**src/rtl/qrvs_pkg.sv**
```systemverilog
package qrvs_pkg;
   localparam int CLK_HZ = 40_000_000;
   localparam int CLK_NS = 25;
   localparam int CYC_PER_MS = CLK_HZ / 1000;
   localparam int EVAL_MS = 48;
   localparam int EVAL_CYC = EVAL_MS * CYC_PER_MS;
   localparam int SS_MS = 12;
   localparam int SS_STEPS = 4;
   localparam int SS_STEP_CYC = SS_MS * CYC_PER_MS / SS_STEPS;
   localparam int LEB_NS = 220;
   localparam int RING_LONG_NS = 3000;
   localparam int RING_SHORT_NS = 1000;
   localparam int MAX_OFF_NS = 50000;
   localparam int OVP_BLANK_NS = 1000;
   localparam int CNT_W = 12;
   localparam logic [CNT_W-1:0] LEB_CYC =
      CNT_W'((LEB_NS + CLK_NS - 1) / CLK_NS);
   localparam logic [CNT_W-1:0] RING_LONG_CYC =
      CNT_W'((RING_LONG_NS + CLK_NS - 1) / CLK_NS);
   localparam logic [CNT_W-1:0] RING_SHORT_CYC =
      CNT_W'((RING_SHORT_NS + CLK_NS - 1) / CLK_NS);
   localparam logic [CNT_W-1:0] MAX_OFF_CYC =
      CNT_W'(MAX_OFF_NS / CLK_NS);
   localparam logic [CNT_W-1:0] OVP_BLANK_CYC =
      CNT_W'((OVP_BLANK_NS + CLK_NS - 1) / CLK_NS);
   localparam logic [2:0] SKIP_MIN = 3'h1;
   localparam logic [2:0] SKIP_MAX = 3'h7;
   localparam logic [2:0] ZC_MIN = 3'h0;
   localparam logic [2:0] ZC_MAX = 3'h7;
   localparam logic [2:0] SS_LVL_START = 3'h0;
   localparam logic [2:0] SS_LVL_FINAL = 3'h4;

   typedef struct packed {
      logic vcc_on;
      logic fb_low;
      logic fb_high;
      logic fb_reset;
      logic cs_fb;
      logic cs_limit;
      logic zc_zero;
      logic zc_ovp;
      logic zc_rs_low;
      logic line_high;
   } qrvs_cmp_t;

   typedef struct packed {
      logic above_low;
      logic above_high;
      logic above_reset;
   } qrvs_fb_t;

   typedef enum logic [1:0] {
      ST_CHARGE = 2'b00,
      ST_RUN = 2'b01,
      ST_LATCH = 2'b10
   } qrvs_state_t;
endpackage : qrvs_pkg

```
**src/rtl/qrvs_ctrl.sv**
```systemverilog
`timescale 1ns/1ps
// Summary of operation
// - above supply turn-on threshold, stop start-up charging and begin switching.
// - soft-start is 12 ms in 4 steps, limit rising from 0.32 V to 1 V.
// - turn-on from zero crossings and skip count; turn-off from sense comparison.
// - up/down counter holds how many crossings to skip before turn-on.
// - feedback compared and up/down counter updated once per 48 ms period.
// - feedback always below lower threshold: count up, stopping at 7.
// - feedback above lower but never above upper threshold: hold value.
// - feedback above upper but never above reset threshold: count down to 1.
// - feedback ever above reset threshold: force counter straight to 1.
// - counter stays within 1 to 7; steps leaving that range are ignored.
// - counter loads 1 at start-up for full load capability.
// - lower and upper thresholds are chosen by detected line level.
// - zero-crossing counter is bounded between 0 and 7.
// - after turn-off each falling crossing through 100 mV adds one.
// - zero-crossing counter clears each time the gate goes high.
// - overvoltage on zero-crossing input during off-time latches off after blanking.
// - after ringing suppression, turn on once crossings reach skip count.
// - gate off for the maximum off period turns on regardless.
// - ringing suppression is long below select threshold, short otherwise.
// - scaled current above feedback resets the gate flip-flop.
module qrvs_ctrl #(
   parameter int EVAL_CYC = qrvs_pkg::EVAL_CYC,
   parameter int SS_STEP_CYC = qrvs_pkg::SS_STEP_CYC
) (
   input wire logic clk_sys,
   input wire logic sys_rst,
   input wire qrvs_pkg::qrvs_cmp_t cmp_raw,
   output logic gate_drive,
   output logic startup_charge_en,
   output logic [2:0] cs_limit_level,
   output logic soft_start_done,
   output logic threshold_line_sel,
   output logic latched_off,
   output logic [2:0] skip_count,
   output logic [2:0] zc_count
);
   localparam int CW = qrvs_pkg::CNT_W;

   qrvs_pkg::qrvs_cmp_t cmp_meta;
   qrvs_pkg::qrvs_cmp_t cmp;
   qrvs_pkg::qrvs_fb_t fb_bus;
   qrvs_pkg::qrvs_state_t state;
   qrvs_pkg::qrvs_state_t next_state;
   logic zc_prev;
   logic [CW-1:0] on_cnt;
   logic [CW-1:0] off_cnt;
   logic [CW-1:0] ovp_cnt;
   logic [CW-1:0] ring_len;
   logic eval_tick;

   // decode of the synchronised comparator decisions
   wire logic run = state == qrvs_pkg::ST_RUN;
   wire logic zc_fall = zc_prev && !cmp.zc_zero;
   wire logic ring_done = off_cnt >= ring_len;
   wire logic max_off_hit = off_cnt >= qrvs_pkg::MAX_OFF_CYC;
   wire logic valley_ok = ring_done && zc_count >= skip_count;
   wire logic turn_on = run && !gate_drive && (valley_ok || max_off_hit);
   wire logic leb_done = on_cnt >= qrvs_pkg::LEB_CYC;
   wire logic turn_off = gate_drive && leb_done &&
      (cmp.cs_fb || cmp.cs_limit);
   wire logic ovp_seen = run && !gate_drive && cmp.zc_ovp;
   wire logic ovp_trip = ovp_seen &&
      ovp_cnt >= qrvs_pkg::OVP_BLANK_CYC - 12'h001;
   wire logic zc_step = run && !gate_drive && zc_fall &&
      zc_count < qrvs_pkg::ZC_MAX;

   assign ring_len = cmp.zc_rs_low ? qrvs_pkg::RING_LONG_CYC :
      qrvs_pkg::RING_SHORT_CYC;
   assign fb_bus = '{above_low: cmp.fb_low, above_high: cmp.fb_high,
      above_reset: cmp.fb_reset};
   assign startup_charge_en = state == qrvs_pkg::ST_CHARGE;
   assign latched_off = state == qrvs_pkg::ST_LATCH;
   assign threshold_line_sel = cmp.line_high;

   // two-stage synchroniser for all comparator inputs
   always_ff @(posedge clk_sys)
   begin
      if (sys_rst)
      begin
         cmp_meta <= '0;
         cmp <= '0;
         zc_prev <= 1'b0;
      end
      else
      begin
         cmp_meta <= cmp_raw;
         cmp <= cmp_meta;
         zc_prev <= cmp.zc_zero;
      end
   end

   always_comb
   begin
      next_state = state;
      unique case (state)
         qrvs_pkg::ST_CHARGE:
            if (cmp.vcc_on)
               next_state = qrvs_pkg::ST_RUN;
         qrvs_pkg::ST_RUN:
            if (ovp_trip)
               next_state = qrvs_pkg::ST_LATCH;
         qrvs_pkg::ST_LATCH:
            next_state = qrvs_pkg::ST_LATCH;
         default:
            next_state = qrvs_pkg::ST_CHARGE;
      endcase
   end

   always_ff @(posedge clk_sys)
   begin
      if (sys_rst)
         state <= qrvs_pkg::ST_CHARGE;
      else
         state <= next_state;
   end

   // gate flip-flop: set by valley logic, reset by sense comparators
   always_ff @(posedge clk_sys)
   begin
      if (sys_rst || next_state != qrvs_pkg::ST_RUN)
         gate_drive <= 1'b0;
      else if (turn_on)
         gate_drive <= 1'b1;
      else if (turn_off)
         gate_drive <= 1'b0;
   end

   // on-time counter for leading-edge blanking
   always_ff @(posedge clk_sys)
   begin
      if (sys_rst || !gate_drive)
         on_cnt <= '0;
      else if (!leb_done)
         on_cnt <= on_cnt + 12'h001;
   end

   // off-time counter; preset so the first switching cycle starts at once
   always_ff @(posedge clk_sys)
   begin
      if (sys_rst || state == qrvs_pkg::ST_CHARGE)
         off_cnt <= qrvs_pkg::MAX_OFF_CYC;
      else if (gate_drive)
         off_cnt <= '0;
      else if (!max_off_hit)
         off_cnt <= off_cnt + 12'h001;
   end

   always_ff @(posedge clk_sys)
   begin
      if (sys_rst || !run)
         zc_count <= qrvs_pkg::ZC_MIN;
      else if (turn_on)
         zc_count <= qrvs_pkg::ZC_MIN;
      else if (zc_step)
         zc_count <= zc_count + 3'h1;
   end

   // overvoltage blanking counter, restarts whenever the condition drops
   always_ff @(posedge clk_sys)
   begin
      if (sys_rst || !ovp_seen)
         ovp_cnt <= '0;
      else if (!ovp_trip)
         ovp_cnt <= ovp_cnt + 12'h001;
   end

   qrvs_updown #(
      .EVAL_CYC(EVAL_CYC)
   ) u_updown (
      .clk_sys(clk_sys),
      .sys_rst(sys_rst),
      .run(run),
      .fb(fb_bus),
      .skip_count(skip_count),
      .eval_tick(eval_tick)
   );

   qrvs_softstart #(
      .STEP_CYC(SS_STEP_CYC)
   ) u_softstart (
      .clk_sys(clk_sys),
      .sys_rst(sys_rst),
      .run(run),
      .level(cs_limit_level),
      .done(soft_start_done)
   );
endmodule : qrvs_ctrl

```
**src/rtl/qrvs_updown.sv**
```systemverilog
`timescale 1ns/1ps
module qrvs_updown #(
   parameter int EVAL_CYC = qrvs_pkg::EVAL_CYC
) (
   input wire logic clk_sys,
   input wire logic sys_rst,
   input wire logic run,
   input wire qrvs_pkg::qrvs_fb_t fb,
   output logic [2:0] skip_count,
   output logic eval_tick
);
   localparam int PW = $clog2(EVAL_CYC + 1);
   localparam logic [PW-1:0] LAST = PW'(EVAL_CYC - 1);
   logic [PW-1:0] period;
   qrvs_pkg::qrvs_fb_t seen;
   qrvs_pkg::qrvs_fb_t seen_all;
   logic [2:0] next_skip;
   wire logic can_up = skip_count < qrvs_pkg::SKIP_MAX;
   wire logic can_down = skip_count > qrvs_pkg::SKIP_MIN;

   assign eval_tick = run && period == LAST;
   assign seen_all = seen | fb;

   always_comb
   begin
      next_skip = skip_count;
      if (seen_all.above_reset)
         next_skip = qrvs_pkg::SKIP_MIN;
      else if (seen_all.above_high)
      begin
         if (can_down)
            next_skip = skip_count - 3'h1;
      end
      else if (!seen_all.above_low && can_up)
         next_skip = skip_count + 3'h1;
   end

   always_ff @(posedge clk_sys)
   begin
      if (sys_rst || !run)
      begin
         period <= '0;
         seen <= '0;
         skip_count <= qrvs_pkg::SKIP_MIN;
      end
      else if (eval_tick)
      begin
         period <= '0;
         seen <= '0;
         skip_count <= next_skip;
      end
      else
      begin
         period <= period + 1'b1;
         seen <= seen_all;
      end
   end
endmodule : qrvs_updown

```
**src/rtl/qrvs_softstart.sv**
```systemverilog
`timescale 1ns/1ps
module qrvs_softstart #(
   parameter int STEP_CYC = qrvs_pkg::SS_STEP_CYC
) (
   input wire logic clk_sys,
   input wire logic sys_rst,
   input wire logic run,
   output logic [2:0] level,
   output logic done
);
   localparam int PW = $clog2(STEP_CYC + 1);
   localparam logic [PW-1:0] LAST = PW'(STEP_CYC - 1);
   logic [PW-1:0] cnt;
   wire logic step_end = run && !done && cnt == LAST;

   assign done = level == qrvs_pkg::SS_LVL_FINAL;

   always_ff @(posedge clk_sys)
   begin
      if (sys_rst || !run)
      begin
         cnt <= '0;
         level <= qrvs_pkg::SS_LVL_START;
      end
      else if (step_end)
      begin
         cnt <= '0;
         level <= level + 3'h1;
      end
      else if (!done)
         cnt <= cnt + 1'b1;
   end
endmodule : qrvs_softstart

```
**config.mk**
```make
export PLATFORM = sky130hd
export DESIGN_NAME = qrvs_ctrl
export DESIGN_NICKNAME = d
export VERILOG_FILES = /design/src/rtl/qrvs_pkg.sv /design/src/rtl/qrvs_ctrl.sv /design/src/rtl/qrvs_updown.sv /design/src/rtl/qrvs_softstart.sv
export SDC_FILE = /design/constraint.sdc
export NUM_CORES = 1
export LEC_CHECK = 0
export ABC_CLOCK_PERIOD_IN_PS = 2100
export BUFFER_PORTS_ARGS = -buffer_cell sky130_fd_sc_hd__buf_2
export CORE_ASPECT_RATIO = 1.2
export CORE_UTILIZATION = 54
export DETAILED_ROUTE_END_ITERATION = 6
export GPL_TIMING_DRIVEN = 0
export PLACE_DENSITY = 0.77
export SKIP_LAST_GASP = 1
export SLEW_MARGIN = 20
export SYNTH_ARGS = -nofsm -noshare
export SYNTH_HDL_FRONTEND = slang
export SYNTH_SLANG_ARGS = --single-unit
export TNS_END_PERCENT = 20
```
**constraint.sdc**
```tcl
create_clock -name clk_sys -period 2.1 [get_ports clk_sys]
set_input_delay 0.105 -clock clk_sys [delete_from_list [all_inputs] [get_ports clk_sys]]
set_output_delay 0.105 -clock clk_sys [all_outputs]
set_load 0.03 [all_outputs]
```
* After elaboration in Yosys (flattened, before gate mapping)
Index checks and enable logic that the tools add are counted.
** Word-level totals
- Register bits :: 110
- Bits in latches :: 0
- RAM bits :: 0
- Bits in read-only memories :: 0
- Bits of input ports :: 12
- Output and inout bits :: 14
- Word-level logic and storage cells :: 108
- Memories :: 0
** Operators by class
- Add/subtract/negate cells :: 9
- Multipliers :: 0
- Divide/modulo/power cells :: 0
- Magnitude comparators :: 8
- Equal/unequal tests :: 8
- Shift-type cells :: 0
- Muxes and demuxes :: 12
- Bitwise gates (word level) :: 1
- Reduce and logical (&&, ||, !) cells :: 35
** Operators by type and width (count)
- $add 12x1->12 const B :: 3
- $mux 11 :: 2
- $add 21x1->21 const B :: 1
- $eq 21x21->1 const B :: 1
- $add 17x1->17 const B :: 1
- $eq 17x17->1 const B :: 1
- $logic_and 1x1->1 :: 14
- $ge 12x11->1 const B :: 1
- $ge 12x4->1 const B :: 1
- $ge 12x6->1 const B :: 1
- $ge 12x7->1 :: 1
- $mux 3 :: 4
- $add 3x1->3 const B :: 3
- $reduce_or 2->1 :: 4
- $logic_or 1x1->1 :: 7
- $mux 7 :: 1
- $logic_not 1->1 :: 6
- $lt 3x3->1 const B :: 2
- $pmux 2 s3 :: 1
- $mux 2 :: 2
- $eq 3x3->1 const B :: 1
- $ge 3x3->1 :: 1
- $gt 3x1->1 const B :: 1
- $ne 3x3->1 const B :: 1
- 11 further kinds :: 12

* Depth between registers and ports, before layout
Gate-level depths: netlist of the first run.
- Depth in word-level cells :: 8
- Depth in mapped cells :: 10

* Cells and area by module
From an unflattened synthesis of the first run, not the netlist that was laid out.
** Second synthesis, totals
- Cells, all modules :: 499
- Area total of the unflattened synthesis :: 4673.2 um^2
** Modules (own cells, without submodules)
- qrvs_ctrl :: times used 1, cells each 245, area each 2419.8 um^2
- qrvs_updown :: times used 1, cells each 141, area each 1266.2 um^2
- qrvs_softstart :: times used 1, cells each 113, area each 987.2 um^2

* Worst setup path before layout of the first run
No wires, ideal clock.
- Path kind :: register to register
- Start :: register u_updown.skip_count[1]
- End :: register u_updown.skip_count[2]
- Setup time :: 0.070 ns
- Data arrival time :: 2.126 ns
- Path slack :: -0.097 ns
- Stages on the path, launching flop included :: 8
- Buffers on the path :: 0
- Period minus slack after synthesis :: 2.197 ns
- Cell sequence :: dfxtp_1 -> inv_1 -> ha_1 -> o21bai_1 -> a21oi_1 -> o2111ai_2 -> or4b_2 -> a21oi_1
** On the way
- Word-level cells in the longest chain between the ends :: 4
** RTL lines
- start: declaration :: line qrvs_updown.sv:9 : output logic [2:0] skip_count,
- start signal: assignment :: line qrvs_updown.sv:44 : skip_count <= qrvs_pkg::SKIP_MIN;
- start signal: assignment :: line qrvs_updown.sv:50 : skip_count <= next_skip;
- $add 3x1->3 (tied with other cells) :: line qrvs_updown.sv:35 : next_skip = skip_count + 3'h1;
- $mux 3 (tied with other cells) :: line qrvs_updown.sv:34 : else if (!seen_all.above_low && can_up)
- $mux 3 / $reduce_bool 3->1 (equally long branches)
- $mux 3 / $reduce_and 3->1 (equally long branches)
Several ways; a longest one is shown, not always the timed one. The select of a mux whose other input is x is not followed.
A chain may end at the register's enable or synchronous reset.

* Final worst setup path of the first run
- Start :: register u_updown.period[17]
- End :: register u_updown.skip_count[2]
** On the way
- Word-level cells in the longest chain between the ends :: 3
** RTL lines
- start: declaration :: line qrvs_updown.sv:14 : logic [PW-1:0] period;
- start signal: assignment :: line qrvs_updown.sv:54 : period <= period + 1'b1;
- $eq 21x21->1 :: line qrvs_updown.sv:21 : assign eval_tick = run && period == LAST;
- $logic_and 1x1->1 :: line qrvs_updown.sv:21
- $reduce_and 3->1 (no source line)
Every way passes these cells.

==> results of run 1 <==
[state kept, by name, summed over array words and instances (netlist names)]
name                 flops
cmp_meta                10
cmp                      9
u_softstart.level        3
zc_prev                  1
off_cnt                 12
u_softstart.cnt         17
on_cnt                  12
gate_drive               1
u_updown.seen            3
threshold_line_sel       1
zc_count                 3
ovp_cnt                 12
u_updown.period         21
state                    2
u_updown.skip_count      3
[path summary, 6_finish.rpt]
| path | from | to | depth (start not counted) |
|---|---|---|---|
| max reg2reg | u_updown.period[17] | u_updown.skip_count[2] | 5 |
| min | sys_rst | on_cnt[10] | 3 |
| min reg2reg | cmp_meta[3] | cmp[3] | 1 |
| max | u_updown.period[17] | u_updown.skip_count[2] | 5 |
[kinds of logic (layout without fill, tap and decap cells)]
| logic type | after synthesis | count (layout) |
|---|---|---|
| adder cells (fa/ha/maj) | 19 | 19 |
| AO/OA/AOI/OAI | 51 | 51 |
| multiplexers | 4 | 4 |
| buffers and inverters | 30 | 85 |
| XOR/XNOR | 50 | 50 |
| AND/OR/NAND/NOR | 223 | 223 |
| flip-flops | 110 | 110 |
[power by group through the flow]
stage | logic (mW) | registers (mW) | clock network [mW]
after detailed placement | 0.0848 | 2.16 | 0
after global placement | 0.0824 | 2.16 | 0
after global routing | 0.113 | 2.12 | 1.36
after CTS | 0.0990 | 2.11 | 1.27
final | 0.103 | 2.11 | 1.24
after floorplan | 0.0551 | 2.16 | 0
[cell usage in the layout (no fill, tap or decap), types with 12 or more instances in the layout]
cell / synthesis / layout
sky130_fd_sc_hd__and2_1: 16 / 15
sky130_fd_sc_hd__buf_2: 1 / 25
sky130_fd_sc_hd__dfxtp_1: 110 / 100
sky130_fd_sc_hd__ha_1: 19 / 18
sky130_fd_sc_hd__inv_1: 19 / 19
sky130_fd_sc_hd__nand2_1: 31 / 31
sky130_fd_sc_hd__nand3_1: 12 / 12
sky130_fd_sc_hd__nand4_1: 14 / 14
sky130_fd_sc_hd__nor2_1: 77 / 74
sky130_fd_sc_hd__nor2b_1: 24 / 24
sky130_fd_sc_hd__o21ai_0: 13 / 13
sky130_fd_sc_hd__xnor2_1: 19 / 19
sky130_fd_sc_hd__xor2_1: 31 / 31
[critical path: cells and delay by family, from the launching register on]
kind / cells / cell delay [ns]
and+or+nand+nor: 3 / 1.28
AOI/OAI and AO/OA: 2 / 0.31
DFF: 1 / 0.38
[metal layers]
metal	GRT usage	part of all wire	up-vias
met5	0	0	-
met4	0.0962	0.020	0
met3	0.0408	0.033	12
met2	0.361	0.49	50
met1	0.256	0.46	1636
li1	-	-	1750
[through the flow]
step	std cells	hold WS [ns]	total power, mW	area [um2]	utilization
after detailed placement	626	0.320	2.25	4840	0.593
after global routing	656	0.184	3.59	5290	0.648
after floorplan	487	0.233	2.22	4570	-
after CTS	650	0.159	3.48	5140	0.630
final	656	0.181	3.46	5290	0.648
after global placement	626	0.312	2.24	4840	0.593
[what timing repair did]
action                                 CTS  global route
hold buffers                            10             0
gates resized for setup                  2            29
setup buffers                            1             6
endpoints found under the hold margin   10             0
pin swaps                                1            12
setup endpoints to repair               14            17
[area by class of cell]
class	instances	area [um2]
clock inverter	4	48.8
sequential	110	2220
multi-input combinational	347	2340
tap	114	143
buffer	10	48.8
fill	687	2870
clock buffer	10	138
timing repair buffer	42	278
inverter	19	71.3
==> impl_summary.md, run 1 <==
Floorplanning
The number of cell rows is 36. The y dimension of the die is ~100 um. The floorplan step set the die width to between 80 and 90 um. The core footprint is about 8200 um2. The number of top-level pins is 26. The die area is around 9000 um2. The initial core utilization is 0.560.

STA
Static timing analysis puts the maximum clock frequency at roughly 0.5 GHz. The minimum clock period after layout is slightly above 2 ns. The final-report max-slew violation count is 0. For the pin with the worst max-slew slack, the measured transition is between 0.6 and 0.7 ns. Setup violations remaining at the end of the flow were counted as 0. Dividing the final minimum period by the clock period gives 0.968. After routing, the total negative slack on setup checks comes to 0 ns. The clock skew after layout is between 0.009 and 0.01 ns. The worst slew slack as a fraction of its limit is 0.570. The number of hold violations in the final report came to 0. Across all setup checks in the final design, the least slack found is around 0.067 ns.

Setup repair after global routing could not meet its margin everywhere.

Synthesis
For this run, the register share of the synthesized area comes to 0.482. Summing every instance area after synthesis gives about 4600 um2. The count of yosys warnings during synthesis is 0. The adder-cell area share of the yosys netlist is 0.0520. Counting flops and latches in the post-synthesis netlist gives 110.

The dominant combinational cell family by area after synthesis is simple AND/OR/NAND/NOR gates. Ranked by total cell area, the synthesized netlist is headed by sky130_fd_sc_hd__dfxtp_1 (48%), sky130_fd_sc_hd__nor2_1 (6.3%), sky130_fd_sc_hd__xor2_1 (5.9%). The share of the synthesized area in compound gates (AO/OA/AOI/OAI) is 0.0800. The most used flip-flop cell after synthesis is sky130_fd_sc_hd__dfxtp_1. By instance count, the leading cell after synthesis is sky130_fd_sc_hd__dfxtp_1. The share of synthesized area in the top cell type comes to 0.482. Of the total synthesized cell area, the portion taken by AND, OR, NAND and NOR gates is 0.256. Counting instances in the post-synthesis netlist gives the leading cell types as sky130_fd_sc_hd__dfxtp_1 (110), sky130_fd_sc_hd__nor2_1 (77), sky130_fd_sc_hd__nand2_1 (31), sky130_fd_sc_hd__xor2_1 (31), sky130_fd_sc_hd__nor2b_1 (24).

Measured against the total synthesized area, the mux share comes to 0.00876. Synthesis produced 487 cells. The top cell type by total area after synthesis is sky130_fd_sc_hd__dfxtp_1. The number of enable flip-flop cells after synthesis is 0. Of the total synthesized cell area, the portion taken by XOR and XNOR cells is 0.0958. The netlist uses 53 different library cells. When the netlist entered floorplanning its net count stood at around 520.

A synthesized cell averages about 9.4 um2. In the synthesized netlist the async set-or-reset flop fraction comes to 0.

Global routing
The residual overflow from global routing is 0. Entering global routing, the biggest net connects 17 pins. Across every metal layer, demand over resource in global routing totals 0.210.

The first-pass GRT wire length is ~15,000 um. The initial antenna violation count is 0. The number of global-route vias before repair came to between 3,000 and 4,000.

Drt
The average vias per placed instance is roughly 5.3. The number of remaining DRC errors is 0. In this run the remaining antenna-violating nets after routing total 0.

The final routed wirelength across all metal layers is between 8000 and 9000 um. The DRC marker count from the first detailed-route iteration is around 130. The average detailed-routed wire length per instance is roughly 13 um.

For this block, the via count after detailed routing is around 3,400. Before antenna repair, the detailed router went through 4 iterations.

Power and ir drop
Of the total power, the share spent switching nets is 0.213. For this design the ratio of total power to cell area is between 600 and 700 nW/um2. Cell internal power was estimated by the tool at 2.72 mW. The share of total power dissipated in combinational logic is 0.030. VDD sags by at most approximately 0.47 mV. The relative contribution of the clock network to total power is 0.359. Of the total power, registers draw 0.611. The analysis attributes to cell leakage a power of 1.97 nW. The reported net switching power is 735 uW.

Clock tree
The longest clock path from root to sink contains 2 buffers. The clock tree from TritonCTS is yes. The cell chosen for the clock root is sky130_fd_sc_hd__clkbuf_8. After clock tree synthesis, the clock-pin slew on the worst setup and hold paths is 0.10 ns.

The total clock buffers created by CTS is 9. CTS built an H-tree with a depth of 3. The clock network latency to the later pin of the worst-skew pair is between 0.3 and 0.4 ns. The total number of clock tree sinks is 110.

Placement
Detailed placement finished with a half-perimeter wire length of approximately 5900 um. The final weighted congestion in routability-driven placement is 0.767. Prior to clock tree synthesis, the placed netlist has a worst setup slack of -0.0972 ns. The count of buffers added on input and output ports is 25.

Layout
The layout overhead on the synthesized area is 15.7%. The final net count is 570. The repair_antennas step left the layout with diodes totalling 0. The share of layout cells above drive strength 1 is 0.155.

Outcome
The flow ran to the end, and the final reports show no timing, DRC or antenna violations.

Worst setup path
On the critical path, the stage with the largest delay is an instance of sky130_fd_sc_hd__or4b_2. By startpoint and endpoint, the worst setup path is classified as reg -> reg. The reg2reg setup slack is about 0.067 ns. STA classifies the critical path endpoint as a register. The arrival time at the worst endpoint is roughly 2.3 ns. The required time reported for the critical path endpoint is around 2.4 ns. In this run the worst path has a maximum fanout of 5. The kind of launch point of the worst setup path is a register.

The largest single stage delay on the critical path is about 0.66 ns. Walking the worst path, the cells encountered are nor4bb_2 > and4b_2 > o2111ai_4 > or4b_2 > a21oi_2.

Run
The number of max-cap violations is 0.

Worst hold path
The kind of path behind the tightest hold check is in -> reg.
Note: power is estimated with default switching activity, not from simulation.
==> run 2: changes to the inputs <==
CELL_PAD_IN_SITES_DETAIL_PLACEMENT = 2   (was unset)
CELL_PAD_IN_SITES_GLOBAL_PLACEMENT = 2   (was unset)
CORE_UTILIZATION = 35   (was 54)
==> impl_summary.md, run 2 (synthesis gave the netlist of run 1 again) <==
Outcome
The flow ran to the end, and the final reports show no timing, DRC or antenna violations.

Drt
The number of optimization iterations in the first detailed-route pass is 4 (unchanged). The average detailed-routed wire length per instance is 15.9 um (+23%). The DRC marker count from the first detailed-route iteration is 94 (-28%). The routed via count is 3,507 (+1.7%).

The number of nets still failing antenna checks after routing is 0 (unchanged). The number of remaining DRC errors is 0 (unchanged). The average vias per placed instance is 4.98 (-5.2%).

The final routed wirelength across all metal layers is 11,200 um (+32%).

Layout
The multi-input logic area is 2300 um2 (-1.9%). Ranked by flip-flop count, first place goes to u_updown.period. The largest registers in the layout are u_updown.period (21), u_softstart.cnt (17). The library cell used most frequently in the layout, excluding fill and tap cells, is sky130_fd_sc_hd__dfxtp_1. The layout overhead on the synthesized area is 17.8%. The number of inserted diodes was 0 (unchanged). The area occupied by registers is 2210 um2 (-0.51%). Leaving out fill and tap cells, the most frequent cells in the layout are sky130_fd_sc_hd__dfxtp_1 (107), sky130_fd_sc_hd__nor2_1 (76), sky130_fd_sc_hd__xor2_1 (31). The flip-flop count of the largest register after layout was 21 (unchanged). The share of layout cells above drive strength 1 came to 0.130 (-0.0254). The number of fill cells is 1,397 (+100%). The total non-filler cell area in the finished layout is 5380 um2 (+1.8%).

The final net count was 567 (-0.53%).

Worst setup path
The worst reg2reg path depth was 6 (+1). Walking the worst path, the cells encountered are ha_1 > o21bai_1 > a21oi_2 > o2111ai_2 > or4b_2 > a21oi_1. The arrival time at the worst endpoint is 2.36 ns (+0.02 ns). The beginning of the critical path is u_updown.skip_count[0].

Among cell families on the critical path, the largest total delay comes from compound AO/OA/AOI/OAI gates. For this design, the slowest cell found on the critical path is sky130_fd_sc_hd__or4b_2. The largest fanout on the critical path is 9 (+4). Following the worst setup path forward leads to its endpoint at u_updown.skip_count[2].

The path length in cells of the critical path came to 6 (+1). The buffer and inverter count on the worst path was 0 (unchanged). The worst setup path is launched from a register. STA classifies the critical path endpoint as a register. The largest stage delay on the critical path is 0.65 ns (about the same).

The reg2reg setup slack was 0.02 ns (-0.04 ns). The required time reported for the critical path endpoint is 2.38 ns (-0.03 ns). The class of the most critical setup path is reg -> reg.

In this run the critical register-to-register path is captured at u_updown.skip_count[2]. The critical register-to-register path startpoint is u_updown.skip_count[0].

Run
The number of max-cap violations is 0 (unchanged).

Power and ir drop
The switching portion of total power is 0.209 (-0.00369). The total power density per cell area was 737 nW/um2 (+13%). The part of the total power dissipated in combinational logic is 0.026 (-0.004).

The static leakage is 2.00 nW (+1.8%). The cell internal power dissipation came to 3.14 mW (+15%). The reported net switching power is 829 uW (+13%). The worst supply voltage drop on vdd is 0.336 mV (-28%). The relative contribution of the clock network to total power is 0.440 (+0.081).

The fraction of power consumed by sequential logic came to 0.533 (-0.078).

Placement
The number of port buffers is 25 (unchanged). The final weighted congestion in routability-driven placement came to 0.711 (-7.3%). The final HPWL from detailed placement is 7970 um (+36%).

The instance area after placement is 4900 um2 (+1.3%).

Floorplanning
The horizontal die dimension was 106 um (+24%). The y dimension of the die is 127 um (+24%). The number of cell rows was 45 (+25%). The initial core utilization is 0.361 (-0.200).

The core footprint is 12,700 um2 (+55%). The die area was 13,500 um2 (+53%). The number of top-level pins was 26 (unchanged).

STA
The number of hold violations in the final report is 0 (unchanged). The clock skew after layout was 0.00489 ns (-0.00442 ns). The total setup violations reported at the end of the flow is 0 (unchanged). The final-report max-slew violation count is 0 (unchanged).

The final clock period utilization by the worst path came to 0.989 (+0.0204). The minimum clock period after layout was 2.08 ns (+0.0428 ns). Setup repair after global routing could not meet its margin everywhere. The final total negative setup slack is 0 ns (unchanged). The slew at the pin closest to its max-slew limit came to 0.771 ns (+0.132 ns). The worst slew slack as a fraction of its limit is 0.482 (-0.0886).

The top achievable clock speed is 0.482 GHz (-2.1%).

Clock tree
The clock input transition at the sequential cells of the worst setup and hold paths is 0.07 ns (-0.03 ns). The number of H-tree branching levels was 3 (unchanged). The clock tree from TritonCTS is yes.

The clock network latency to the later pin of the worst-skew pair was 0.36 ns (about the same). The total number of clock tree sinks is 110 (unchanged). The total clock buffers created by CTS is 9 (unchanged).

The maximum buffer depth of the clock tree was 2 (unchanged). The cell chosen for the clock root is sky130_fd_sc_hd__clkbuf_16.

Worst hold path
The instance count along the most critical hold path was 3 (unchanged). In this run the worst hold path is classified as in -> reg. The hold path startpoint is sys_rst.

Global routing
The residual overflow from global routing is 0 (unchanged). The first-pass GRT wire length is 19,100 um (+31%). The total global routing track utilization was 0.181 (-0.0289). The largest net degree at the start of global routing is 17 (unchanged). The number of global-route vias before repair was 3,932 (+18%). The initial antenna violation count is 0 (unchanged).
[run 2: power groups by stage]
| stage | sequential (mW) | clock [mW] | combinational [mW] |
|---|---|---|---|
| 2_1_floorplan | 2.16 | 0 | 0.0551 |
| 3_3_place_gp | 2.16 | 0 | 0.0861 |
| 3_5_place_dp | 2.16 | 0 | 0.0905 |
| 4_1_cts | 2.12 | 1.81 | 0.107 |
| 5_1_grt | 2.12 | 1.87 | 0.117 |
| 6_report | 2.12 | 1.75 | 0.105 |
[run 2: through the flow]
| step | hold slack (ns) | power (mW) | util | std cells | setup slack, ns |
|---|---|---|---|---|---|
| 2_1_floorplan | 0.233 | 2.22 | - | 487 | 0.00691 |
| 3_3_place_gp | 0.314 | 2.25 | 0.387 | 676 | -0.122 |
| 3_5_place_dp | 0.323 | 2.25 | 0.387 | 676 | -0.193 |
| 4_1_cts | 0.224 | 4.03 | 0.422 | 701 | -0.0471 |
| 5_1_grt | 0.261 | 4.11 | 0.425 | 704 | -0.118 |
| 6_report | 0.211 | 3.97 | 0.425 | 704 | 0.0241 |
[run 2: what timing repair did]
action,4_1_cts,5_1_grt
setup buffers,1,3
hold endpoints to repair,10,0
setup endpoints to repair,23,19
pin swaps,2,4
gates resized for setup,9,6
hold buffers,10,0
[run 2: final cells by class]
class                           instances  area share
Multi-Input combinational cell        347       0.427
Inverter                               19      0.0132
Clock inverter                          3     0.00814
Clock buffer                           12      0.0477
Sequential cell                       110       0.410
Timing Repair Buffer                   39      0.0474
Tap cell                              164      0.0381
Buffer                                 10     0.00907
[run 2: worst min path at each step]
| stage | slack [ns] | to |
|---|---|---|
| floorplan | 0.23 | cmp_meta[0] |
| finish | 0.21 | on_cnt[11] |
| global route | 0.26 | on_cnt[11] |
| global placement | 0.31 | cmp_meta[0] |
| detailed placement | 0.32 | cmp_meta[2] |
| CTS | 0.22 | on_cnt[11] |
[run 2: per-layer routing]
layer,global-route usage,vias to the layer above,part of all wire
li1,-,1738,-
met5,0,-,0
met3,0.0270,13,0.019
met1,0.208,1727,0.45
met4,0.0833,0,0.020
met2,0.330,29,0.51
[run 2: worst register-to-register path: cells and delay by family (launching register included)]
kind	cells	cell delay, ns
adders and majority gates	1	0.24
AOI/OAI and AO/OA	4	0.70
DFF	1	0.41
and+or+nand+nor	1	0.65
==> run 3: changes to the inputs <==
CAP_MARGIN = 20   (was unset)
RECOVER_POWER = 100   (was unset)
==> impl_summary.md, run 3 (synthesis gave the netlist of run 1 again) <==
STA
The final total negative setup slack is 0 ns (unchanged). The smallest setup slack after layout is 0.0241 ns (+0.0000271 ns). The slew at the pin closest to its max-slew limit came to 0.771 ns (unchanged). The number of hold violations in the final report is 0 (unchanged). The total setup violations reported at the end of the flow was 0 (unchanged). The final-report max-slew violation count is 0 (unchanged). The clock skew after layout is 0.00489 ns (+0.00000544 ns).

The worst slew slack as a fraction of its limit came to 0.482 (unchanged). The top achievable clock speed is 0.482 GHz (about the same). Setup repair after global routing could not meet its margin everywhere. The final clock period utilization by the worst path was 0.989 (about the same). The final hold slack is 0.313 ns (+0.101 ns). The minimum clock period after layout came to 2.08 ns (-0.0000271 ns).

Clock tree
The maximum buffer depth of the clock tree was 2 (unchanged). The number of H-tree branching levels was 3 (unchanged). The clock network latency to the later pin of the worst-skew pair is 0.36 ns (about the same).

TritonCTS built the clock tree. The total number of clock tree sinks was 110 (unchanged). The clock input transition at the sequential cells of the worst setup and hold paths was 0.07 ns (about the same). The tree is rooted in a sky130_fd_sc_hd__clkbuf_16.

The total clock buffers created by CTS came to 9 (unchanged).

Layout
The number of inserted diodes was 0 (unchanged). The final net count was 567 (unchanged). In the final layout, the registers with the most flip-flops are u_updown.period (21), u_softstart.cnt (17). The most frequent standard cell in the layout excluding fill and tap cells is sky130_fd_sc_hd__dfxtp_1. The layout overhead on the synthesized area is 17.4%. The end-of-flow core utilization is 0.423 (-0.00158).

In the layout the commonest cells are sky130_fd_sc_hd__dfxtp_1 (107), sky130_fd_sc_hd__nor2_1 (76), sky130_fd_sc_hd__nand2_1 (31), sky130_fd_sc_hd__xor2_1 (31), sky130_fd_sc_hd__nor2b_1 (23). The area occupied by registers came to 2210 um2 (unchanged). The total non-filler cell area in the finished layout is 5360 um2 (-0.37%). The register bank with the most flops is u_updown.period. The share of layout cells above drive strength 1 is 0.106 (-0.0241). The flip-flop count of the largest register after layout is 21 (unchanged). The multi-input logic area came to 2290 um2 (-0.11%). The filler-free cell count of the finished design is 704 (unchanged). The number of fill cells is 1,405 (+0.57%).

Drt
The number of remaining DRC errors was 0 (unchanged). The average detailed-routed wire length per instance came to 15.9 um (about the same). The DRC marker count from the first detailed-route iteration is 107 (+14%). The final routed wirelength across all metal layers is 11,200 um (about the same). The average vias per placed instance is 4.98 (about the same). The routed via count is 3,509 (+0.057%). The number of nets still failing antenna checks after routing is 0 (unchanged). The number of optimization iterations in the first detailed-route pass was 4 (unchanged).

Worst setup path
STA classifies the critical path endpoint as a register. The critical register-to-register path startpoint is u_updown.skip_count[0]. The arrival time at the worst endpoint is 2.36 ns (about the same).

The required time reported for the critical path endpoint was 2.38 ns (about the same). STA classifies the critical path startpoint as a register. The beginning of the critical path is u_updown.skip_count[0]. The class of the most critical setup path is reg -> reg. The largest fanout on the critical path is 9 (unchanged).

Floorplanning
The y dimension of the die is 127 um (unchanged). The horizontal die dimension is 106 um (unchanged). The die area is 13,500 um2 (unchanged).

The initial core utilization is 0.361 (unchanged). The core footprint came to 12,700 um2 (unchanged). The number of top-level pins is 26 (unchanged). The number of cell rows is 45 (unchanged).

Power and ir drop
The worst supply voltage drop on vdd is 0.336 mV (about the same). The sum of internal, switching and leakage power is 3.97 mW (about the same). The total power density per cell area is 740 nW/um2 (+0.36%). The static leakage is 1.94 nW (-2.8%).

Placement
The instance area after placement is 4900 um2 (unchanged). The final weighted congestion in routability-driven placement was 0.711 (unchanged). The number of port buffers came to 25 (unchanged). The worst slack after detailed placement is -0.193 ns (unchanged). The total placed cells including tap cells was 676 (unchanged).

The final HPWL from detailed placement was 7970 um (unchanged).

Global routing
The residual overflow from global routing is 0 (unchanged). The total global routing track utilization is 0.181 (unchanged). The largest net degree at the start of global routing came to 17 (unchanged).

The initial antenna violation count came to 0 (unchanged). The number of global-route vias before repair came to 3,932 (unchanged). The first-pass GRT wire length is 19,100 um (unchanged).

Run
The number of max-cap violations is 0 (unchanged).

Worst hold path
The worst hold path begins at sys_rst. The min-delay analysis places its worst path in the category in -> reg.

Outcome
The flow ran to the end, and the final reports show no timing, DRC or antenna violations.
[run 3: final cells by class]
cell class,instances,share of cell area
Sequential cell,110,0.411
Multi-Input combinational cell,347,0.428
Clock buffer,12,0.0478
Clock inverter,3,0.00817
Tap cell,164,0.0383
Timing Repair Buffer,39,0.0443
Inverter,19,0.0133
Buffer,10,0.00910
[run 3: power breakdown]
group,leakage (nW),switching (mW),total (mW),internal [mW]
Clock,0.149,0.763,1.75,0.985
Sequential,0.892,0.00930,2.12,2.11
Combinational,0.904,0.0568,0.104,0.0470
Total,1.94,0.829,3.97,3.14
[run 3: worst paths after layout]
kind | depth (start not counted) | slack [ns] | end
worst max register to register | 6 | 0.02 | u_updown.skip_count[2]
worst max-delay path | 6 | 0.02 | u_updown.skip_count[2]
worst min register to register | 1 | 0.45 | cmp[2]
worst min-delay path | 3 | 0.31 | on_cnt[11]
[run 3: layer usage]
metal	global-route usage	share of wire
met3	0.0270	0.018
met1	0.208	0.45
met2	0.330	0.51
met5	0	0
met4	0.0833	0.020
[run 3: what timing repair did]
action	4_1_cts	5_1_grt
hold endpoints to repair	10	0
hold buffers	10	0
endpoints found under the setup margin	23	19
setup buffers	1	3
pin swaps	2	4
gates resized for setup	9	6
[run 3: worst max-delay path: stages, from the launching register on]
cell and delay [ns]:
sky130_fd_sc_hd__dfxtp_1 0.41, sky130_fd_sc_hd__ha_1 0.24, sky130_fd_sc_hd__o21bai_1 0.16, sky130_fd_sc_hd__a21oi_2 0.18, sky130_fd_sc_hd__o2111ai_2 0.20, sky130_fd_sc_hd__or4b_2 0.65
sky130_fd_sc_hd__a21oi_1 0.16
